<file path="src/pkg/dwd_defs.vh">
// Purpose: constants for the watchdog downcounter block
// Assumes: 40 MHz core clock, one step per prescale interval
// Notes:   included by bare name
`ifndef DWD_DEFS_VH
`define DWD_DEFS_VH
// ***********************************
// Register map
// ***********************************
`define DWD_REG_ADDR      8'hD8
`define DWD_REG_RESET     8'hFE
`define DWD_BIT_ACT       0
`define DWD_BIT_SRST      1
// ***********************************
// Timing
// ***********************************
`define DWD_PRESCALE      12'hC00
`define DWD_PRESCALE_W    12
`define DWD_GRACE_INSTR   8'h1C
`define DWD_STAB_CYCLES   16'h1000
`endif

</file>
<file path="src/rtl/dwd_prescaler.v">
// Purpose: one-cycle step pulse every prescale interval
// Assumes: synchronous active-low reset
// Notes:   frozen while hold is high, resumes from held count
`timescale 1ns/1ps
`default_nettype none
`include "dwd_defs.vh"
module dwd_prescaler (
   input  wire        clock,
   input  wire        rstn,
   input  wire        hold,
   input  wire        restart,
   output reg         step
);
   reg [`DWD_PRESCALE_W-1:0] cnt_q;
   always @(posedge clock) begin
      if (!rstn) begin
         cnt_q <= {`DWD_PRESCALE_W{1'b0}};
         step  <= 1'b0;
      end else if (restart) begin
         // Reload restarts the interval so periods are exact
         cnt_q <= {`DWD_PRESCALE_W{1'b0}};
         step  <= 1'b0;
      end else if (hold) begin
         step  <= 1'b0;
      end else if (cnt_q == `DWD_PRESCALE - 12'h001) begin
         cnt_q <= {`DWD_PRESCALE_W{1'b0}};
         step  <= 1'b1;
      end else begin
         cnt_q <= cnt_q + 12'h001;
         step  <= 1'b0;
      end
   end
endmodule
`default_nettype wire

</file>
<file path="src/rtl/dwd_reset_gen.v">
// Purpose: stretches a watchdog trip into a full device reset
// Assumes: trip is a level on the core clock, acted on only while reset_req is low
// Notes:   same delay as the external reset pin path
`timescale 1ns/1ps
`default_nettype none
`include "dwd_defs.vh"
module dwd_reset_gen (
   input  wire        clock,
   input  wire        rstn,
   input  wire        trip,
   output reg         reset_req
);
   reg [15:0] cnt_q;
   always @(posedge clock) begin
      if (!rstn) begin
         cnt_q     <= 16'h0000;
         reset_req <= 1'b0;
      end else if (trip && !reset_req) begin
         cnt_q     <= `DWD_STAB_CYCLES;
         reset_req <= 1'b1;
      end else if (reset_req) begin
         if (cnt_q == 16'h0001) begin
            reset_req <= 1'b0;
         end
         cnt_q <= cnt_q - 16'h0001;
      end
   end
endmodule
`default_nettype wire

</file>
<file path="src/rtl/dwd_watchdog.v">
// Purpose: 7-bit reloadable watchdog downcounter with control register
// Assumes: one data-space register port from the core, options as straps
// Notes:   strap options sampled while rstn is low
`timescale 1ns/1ps
`default_nettype none
`include "dwd_defs.vh"
module dwd_watchdog (
   input  wire        clock,
   input  wire        rstn,
   input  wire        opt_hw_activate,
   input  wire        opt_ext_stop,
   input  wire        nmi_pin,
   input  wire        stop_exec,
   input  wire        wake,
   input  wire        instr_done,
   input  wire [7:0]  reg_addr,
   input  wire        reg_wr,
   input  wire        reg_rd,
   input  wire [7:0]  reg_wdata,
   output reg  [7:0]  reg_rdata,
   output reg         wd_reset,
   output reg         osc_stop,
   output reg         stop_as_wait
);
   // ***********************************
   // Register bit order conversion
   // ***********************************
   function [5:0] rev6;
      input [5:0] v;
      integer i;
      begin
         for (i = 0; i < 6; i = i + 1) begin
            rev6[i] = v[5-i];
         end
      end
   endfunction

   // ***********************************
   // Pin synchroniser and straps
   // ***********************************
   reg        nmi_s1_q;
   reg        nmi_s2_q;
   reg        hw_opt_q;
   reg        ext_opt_q;
   reg [6:0]  cnt_q;
   reg        act_q;
   reg        frozen_q;
   reg [7:0]  grace_q;
   reg        trip_q;
   wire       step;
   wire       reset_req;
   wire       sel;
   wire       wr_hit;
   wire       grace_done;
   wire       act_now;

   always @(posedge clock) begin
      nmi_s1_q <= nmi_pin;
      nmi_s2_q <= nmi_s1_q;
   end

   // Straps are levels; caught by clock while reset holds
   always @(posedge clock) begin
      if (!rstn) begin
         hw_opt_q  <= opt_hw_activate;
         ext_opt_q <= opt_ext_stop;
      end
   end

   assign sel        = (reg_addr == `DWD_REG_ADDR);
   assign wr_hit     = reg_wr && sel;
   assign grace_done = (grace_q == 8'h00);
   assign act_now    = act_q || hw_opt_q;

   // ***********************************
   // Stop mode handling
   // ***********************************
   always @(posedge clock) begin
      if (!rstn) begin
         frozen_q     <= 1'b0;
         osc_stop     <= 1'b0;
         stop_as_wait <= 1'b0;
      end else if (wake) begin
         frozen_q     <= 1'b0;
         osc_stop     <= 1'b0;
         stop_as_wait <= 1'b0;
      end else if (stop_exec) begin
         if (act_now && ext_opt_q && nmi_s2_q) begin
            frozen_q <= 1'b1;
            osc_stop <= 1'b1;
         end else if (act_now) begin
            // Oscillator must keep running for the counter
            stop_as_wait <= 1'b1;
         end else begin
            osc_stop <= 1'b1;
         end
      end
   end

   dwd_prescaler u_pre (
      .clock   (clock),
      .rstn    (rstn),
      .hold    (frozen_q),
      .restart (wr_hit),
      .step    (step)
   );

   // ***********************************
   // Counter and control register
   // ***********************************
   always @(posedge clock) begin
      if (!rstn) begin
         cnt_q <= 7'h7F;
         act_q <= 1'b0;
      end else if (wr_hit) begin
         cnt_q <= {reg_wdata[`DWD_BIT_SRST], rev6(reg_wdata[7:2])};
         act_q <= act_q | reg_wdata[`DWD_BIT_ACT];
      end else if (step && !frozen_q) begin
         cnt_q <= cnt_q - 7'h01;
      end
   end

   // Grace counter: instructions left after activation
   always @(posedge clock) begin
      if (!rstn) begin
         grace_q <= `DWD_GRACE_INSTR;
      end else if (wr_hit && reg_wdata[`DWD_BIT_ACT] && !act_now) begin
         grace_q <= `DWD_GRACE_INSTR;
      end else if (act_now && instr_done && !grace_done) begin
         grace_q <= grace_q - 8'h01;
      end
   end

   // Trip while bit 6 is low; held back until the grace window ends
   always @(posedge clock) begin
      if (!rstn) begin
         trip_q <= 1'b0;
      end else begin
         trip_q <= act_now && !cnt_q[6] && grace_done;
      end
   end

   dwd_reset_gen u_rst (
      .clock     (clock),
      .rstn      (rstn),
      .trip      (trip_q),
      .reset_req (reset_req)
   );

   always @(posedge clock) begin
      if (!rstn) begin
         wd_reset  <= 1'b0;
         reg_rdata <= 8'h00;
      end else begin
         wd_reset <= reset_req;
         if (reg_rd && sel) begin
            reg_rdata <= {rev6(cnt_q[5:0]), cnt_q[6], act_now};
         end else begin
            reg_rdata <= 8'h00;
         end
      end
   end
endmodule
`default_nettype wire

</file>
<file path="config.mk">
export PLATFORM = sky130hd
export DESIGN_NAME = dwd_watchdog
export DESIGN_NICKNAME = d
export VERILOG_FILES = /design/src/rtl/dwd_prescaler.v /design/src/rtl/dwd_reset_gen.v /design/src/rtl/dwd_watchdog.v
export VERILOG_INCLUDE_DIRS = /design/src /design/src/pkg
export SDC_FILE = /design/constraint.sdc
export NUM_CORES = 1
export LEC_CHECK = 0
export BUFFER_PORTS_ARGS = -buffer_cell sky130_fd_sc_hd__buf_4
export CAP_MARGIN = 30
export CORE_ASPECT_RATIO = 0.7
export CORE_MARGIN = 2
export CORE_UTILIZATION = 60
export DETAILED_ROUTE_END_ITERATION = 8
export GPL_TIMING_DRIVEN = 0
export PLACE_DENSITY = 0.92
export SYNTH_ARGS = -nofsm -noshare
export SYNTH_HDL_FRONTEND = slang
export SYNTH_HIERARCHICAL = 1
export SYNTH_SLANG_ARGS = --single-unit
</file>
<file path="constraint.sdc">
create_clock -name clock -period 3.4 [get_ports clock]
set_clock_uncertainty 0.2 [all_clocks]
set_input_delay 0.34 -clock clock [delete_from_list [all_inputs] [get_ports clock]]
set_output_delay 0.34 -clock clock [all_outputs]
set_load 0.01 [all_outputs]
</file>
Yosys cells after proc, flatten, opt, wreduce, memory -nomap -nowiden
Cells that the tools add are included.
{"block": "op_classes", "reduce_logical": 30, "n_addsub": 4, "bitwise": 3, "eq_ne": 4, "n_mux": 11}
{"op": "$mux W13", "n": 2}
{"op": "$eq A16 B1 Y1 const B", "n": 1}
{"op": "$sub A16 B1 Y16 const B", "n": 1}
{"op": "$mux W7", "n": 2}
{"op": "$add A12 B1 Y12 const B", "n": 1}
{"op": "$eq A12 B12 Y1 const B", "n": 1}
{"op": "$logic_and A1 B1 Y1", "n": 12}
{"op": "$mux W12", "n": 1}
{"op": "$eq A8 B8 Y1 const B", "n": 1}
{"op": "$logic_not A8 Y1", "n": 1}
{"op": "$reduce_or A2 Y1", "n": 4}
{"op": "$sub A8 B1 Y8 const B", "n": 1}
{"op": "$sub A7 B1 Y7 const B", "n": 1}
{"op": "$mux W1", "n": 6}
{"op": "$reduce_and A2 Y1", "n": 3}
{"op": "$logic_not A1 Y1", "n": 5}
{"op": "$reduce_bool A2 Y1", "n": 2}
{"op": "$reduce_and A3 Y1", "n": 1}
{"op": "$reduce_or A3 Y1", "n": 1}
{"op": "$ne A2 B1 Y1 const B", "n": 1}
{"op": "$not A1 Y1", "n": 2}
{"op": "$logic_or A1 B1 Y1", "n": 1}
{"op": "$or A1 B1 Y1", "n": 1}
{"block": "word_totals", "reg_bits": 63, "inputBits": 26, "wordCells": 70}

Longest topological paths before layout
{"block": "logic_depth", "word_depth": 5, "mapped_depth": 6}

Modules after synthesis
Netlist, hierarchy kept.
{"mod": "dwd_watchdog", "cells_each": 142, "n_inst": 1, "area_each_um2": 1378.8}
{"mod": "dwd_reset_gen", "cells_each": 87, "n_inst": 1, "area_each_um2": 785.8}
{"mod": "dwd_prescaler", "cells_each": 69, "n_inst": 1, "area_each_um2": 640.6}

Least setup slack after synthesis
Ideal clock, no wire load.
{"block": "synth_path", "path_kind": "input to register", "start": "in reg_addr[1]", "end": "reg u_pre.cnt_q[1]", "path_buffers": 2, "path_slack_ps": 1282, "stages": 6, "required_ps": 3063, "arrival_time_ps": 1782, "cell_sequence": "or4b_4 -> nor3_4 -> buf_6 -> nand2b_1 -> clkbuf_1 -> o22ai_1"}
{"block": "synth_via", "elab_chain_cells": 3}
{"element": "start, declared", "line": "dwd_watchdog.v:16", "rtl": "input wire [7:0] reg_addr,"}
{"element": "$eq A8 B8 Y1 (no line)"}
{"element": "$logic_and A1 B1 Y1", "line": "dwd_watchdog.v:71", "rtl": "assign wr_hit = reg_wr && sel;"}
{"element": "named net wr_hit", "line": "dwd_watchdog.v:53", "rtl": "wire wr_hit;"}
{"element": "$reduce_or A2 Y1 (no line)"}
{"element": "end signal, assigned", "line": "dwd_prescaler.v:21", "rtl": "cnt_q <= {`DWD_PRESCALE_W{1'b0}};"}
{"element": "end signal, assigned", "line": "dwd_prescaler.v:26", "rtl": "cnt_q <= {`DWD_PRESCALE_W{1'b0}};"}
{"element": "end signal, assigned", "line": "dwd_prescaler.v:29", "rtl": "cnt_q <= cnt_q + 12'h001;"}
{"element": "end, declared", "line": "dwd_prescaler.v:14", "rtl": "reg [`DWD_PRESCALE_W-1:0] cnt_q;"}
The timed path passes the listed nets, and every way through them passes these cells.
A chain may end at the register's enable or synchronous reset.

Final worst setup path
{"block": "layout_path", "start": "reg u_rst.reset_req", "end": "reg u_rst.cnt_q[13]"}
{"block": "layout_via", "elab_chain_cells": 3}
{"element": "start, declared", "line": "dwd_reset_gen.v:11", "rtl": "output reg reset_req"}
{"element": "start signal, assigned", "line": "dwd_reset_gen.v:17", "rtl": "reset_req <= 1'b0;"}
{"element": "start signal, assigned", "line": "dwd_reset_gen.v:20", "rtl": "reset_req <= 1'b1;"}
{"element": "start signal, assigned", "line": "dwd_reset_gen.v:23", "rtl": "reset_req <= 1'b0;"}
{"element": "$logic_not A1 Y1", "line": "dwd_reset_gen.v:18", "rtl": "end else if (trip && !reset_req) begin"}
{"element": "$logic_and A1 B1 Y1", "line": "dwd_reset_gen.v:18"}
{"element": "$reduce_or A2 Y1 (no line)"}
{"element": "end signal, assigned", "line": "dwd_reset_gen.v:19", "rtl": "cnt_q <= `DWD_STAB_CYCLES;"}
{"element": "end signal, assigned", "line": "dwd_reset_gen.v:25", "rtl": "cnt_q <= cnt_q - 16'h0001;"}
{"element": "end, declared", "line": "dwd_reset_gen.v:13", "rtl": "reg [15:0] cnt_q;"}
Parallel ways exist; a longest one is shown, timed or not.

==> qor.csv <==
stage,metric,value,unit
clock_tree,CTS tree,built,
clock_tree,cts bufs inserted,9,
synth,top_reg_cell synth,dfxtp_1,
clock_tree,CTS Hold Bufs,3,
power_and_ir_drop,Final Power,1.67,mW
timing,headroom to the max-slew limit,60.1,%
timing,Max Slew Vio Count,0,
final_layout,nets,380,
timing,f_max,0.423,GHz
synth,gate count after technology mapping,298,
clock_tree,"Setup Fix Bufs, Post-CTS",0,
detailed_routing,DRT Pass-1 Iters,7,
timing,worst setup margin,1.03,ns
setup_path,critical path class,flop to flop,
floorplanning,I/O pin count,37,
synth,synthesized flop and latch total,63,
grt,vias in the first global route,2275,
setup_path,endpoint class of the critical path,flop,
setup_path,WP data required,3.47,ns
final_layout,Final Instance Count excl. Fillers,408,
status,failing checks,design-rule violations,
power_and_ir_drop,Leak,1.33,nW
synth,share of the synthesized area in the top cell type,43.5,%
placement,Detail Placement HPWL,4210,um
setup_path,worst-path maximum fanout,9,
timing,RSZ-0062 raised after global routing,no,
placement,placed cells,389,
synth,syn nets,330,
grt,initial antenna violation count,0,
flow_run,maxcap violations,0,
timing,final setup fails,0,
timing,Worst Tran Pin Value,0.597,ns
synth,Mapped Area,2810,sq um
synth,top post-synthesis cells by count,"dfxtp_1, nor2_1, nand2_1",
hold_path,hold_sp,reg_wdata[5],
floorplanning,overall die width,85.7,um
placement,post-place setup slack,0.921,ns
clock_tree,Skew-Pair Late Insertion Delay,0.35,ns
synth,Syn Area/Cell,9.41,sq um
timing,Fin. Hold Viols,0,
synth,Netlist cell types,51,
detailed_routing,remaining antenna violation count,0,
synth,"count leader, synth",dfxtp_1,
detailed_routing,drt drc,2,
grt,Total Routing Usage GR,25.8,%
setup_path,Crit path max-delay family,simple AND/OR/NAND/NOR gates,
power_and_ir_drop,peak supply drop,0.000420,V
synth,sequential area share after synthesis,45.7,%
detailed_routing,Detailed Route Iter0 Violations,158,
placement,PortBufs,36,
detailed_routing,WL final,6330,um
floorplanning,Initial Util,63.3,%
detailed_routing,Vias,2385,
setup_path,startpoint types,flop,
setup_path,crit-path cells,"buf_4, or4b_1, clkbuf_2, or3_4, or3_1, a21oi_1",
setup_path,WP data arrival,2.44,ns
hold_path,worst hold path type,primary input to flop,
clock_tree,Root Driver,clkbuf_8,
hold_path,hold endpoint,cnt_q[2]$_SDFFE_PN1P_,
clock_tree,Clock Sinks,63,
floorplanning,row count,20,
grt,first-pass GRT wire length,10100,um
setup_path,WP buf/inv,2,
synth,number of flops mapped to enable cells by yosys,2,
floorplanning,die area,5250,sq um
clock_tree,Clock transition at path regs,0.07,ns
clock_tree,largest buffer count on any clock path,2,
final_layout,Antenna Cells,0,
clock_tree,H-tree levels,3,
timing,fin crit share,69.6,%
timing,Tmin final,2.37,ns
grt,gr ovfl total,0,
placement,RePlAce Congestion,0.841,
setup_path,FF-to-FF End,u_rst/cnt_q[13]$_SDFFE_PP0P_,
synth,Synth Warn #,6,
setup_path,cells on worst reg2reg path,6,
setup_path,Worst path max stage delay,0.45,ns
floorplanning,die height,61.2,um
floorplanning,Core ar.,4430,sq um
setup_path,reg-to-reg setup timing slack,1.03,ns
final_layout,Area Growth Syn to Fin,21.9,%
synth,Synth area leader,dfxtp_1,
synth,fraction of registers with async set/reset,0,%
status,run status,"complete, but fails checks",
detailed_routing,DR vias/cell,5.85,
setup_path,reg2reg start,u_rst/reset_req$_SDFF_PN0_,
synth,top post-synthesis cells by area,"dfxtp_1, xnor2_1, nor2_1",
timing,setup TNS,0,ns
hold_path,Hold Path Depth,3,
detailed_routing,wire per inst,15.5,um
setup_path,Worst path slowest cell,or4b_1,
power_and_ir_drop,Pwr per Cell Area,487,nW/um^2
clock_tree,post_cts resized,0,
final_layout,share of cells above drive strength 1,19.5,%
grt,largest net degree at the start of global routing,12,
power by group:
group          internal (mW)  switching, mW  leakage (nW)
Clock                  0.507          0.296         0.116
Sequential             0.754         0.0141         0.513
Combinational         0.0466         0.0485         0.703
per-stage QoR:
step / cell area [sq um] / hold slack [ns] / utilization (%)
2_1_floorplan: 2810 / 0.110 / -
3_3_place_gp: 3140 / 0.109 / 71.0
3_5_place_dp: 3140 / 0.119 / 71.0
4_1_cts: 3420 / 0.00667 / 77.2
5_1_grt: 3420 / 0.0389 / 77.2
6_report: 3420 / 0.0157 / 77.2
per-layer routing:
metal / track usage (%) / wire length (um)
met5: 0 / 0
met4: 13.4 / 189
met3: 10.3 / 448
met2: 43.1 / 2970
met1: 29.3 / 2720
how the worst max path moves through the flow:
stage                                     from                      endpoint  slack [ns]  cells past startpoint
finish              u_rst/reset_req$_SDFF_PN0_  u_rst/cnt_q[13]$_SDFFE_PP0P_        1.03                      6
global route        u_rst/reset_req$_SDFF_PN0_  u_rst/cnt_q[13]$_SDFFE_PP0P_        0.99                      6
CTS                 u_rst/reset_req$_SDFF_PN0_  u_rst/cnt_q[13]$_SDFFE_PP0P_        1.08                      6
detailed placement                 reg_addr[1]   u_pre/cnt_q[0]$_SDFFE_PP0N_        0.92                      7
global placement                   reg_addr[1]   u_pre/cnt_q[0]$_SDFFE_PP0N_        0.93                      7
floorplan                          reg_addr[1]   u_pre/cnt_q[1]$_SDFFE_PP0N_        1.28                      6
kinds of logic (layout without fill, tap and decap cells):
kind of cell               Yosys count  in the layout  share of synthesized area [%]
AOI/OAI and AO/OA                   47             47                           10.6
DFF                                 63             63                           45.7
adders and majority gates            6              6                           2.68
buffers and inverters               20             75                           3.17
and+or+nand+nor                    133            133                           28.5
xor gates and xnor gates            22             22                           6.87
muxes                                7              7                           2.50
flip-flops by register name, indices dropped and copies added (netlist names), 7 cells and up:
name,count
cnt_q,7
grace_q,8
reg_rdata,8
u_pre/cnt_q,12
u_rst/cnt_q,16
cell type report:
class	instances	area, sq um
Timing Repair Buffer	39	300
Fill cell	298	1010
Inverter	12	45.0
Multi-Input combinational cell	215	1440
Clock inverter	5	105
Tap cell	55	68.8
Buffer	8	43.8
Clock buffer	11	141
Sequential cell	63	1280
placed cells by master, fill, tap and decap left out, types with 3 or more instances in the layout:
cell type / Yosys / final
clkbuf_1: 4 / 5
a211oi_1: 8 / 8
or2_2: 3 / 3
clkbuf_8: 0 / 10
nor2_1: 26 / 26
o21ai_0: 7 / 7
nand3b_1: 3 / 3
nor3_1: 10 / 10
or4_1: 5 / 5
dfxtp_1: 61 / 61
nand2_1: 21 / 21
mux2i_1: 7 / 7
inv_1: 11 / 11
nand2b_1: 8 / 8
nor3b_1: 4 / 4
dlygate4sd3_1: 0 / 3
and2_1: 7 / 7
nor4_1: 11 / 11
bufinv_16: 0 / 3
xor2_1: 4 / 4
nand4_1: 5 / 5
xnor2_1: 18 / 18
buf_4: 1 / 37
o31ai_1: 4 / 4
or3_1: 12 / 12
ha_1: 6 / 6
a21oi_1: 15 / 15
worst min-delay path, cell delays in order:
cell     delay [ns]
buf_4          0.08
mux2i_1        0.05
nand2_1        0.06
No activity file was read; power rests on OpenSTA's default activity.
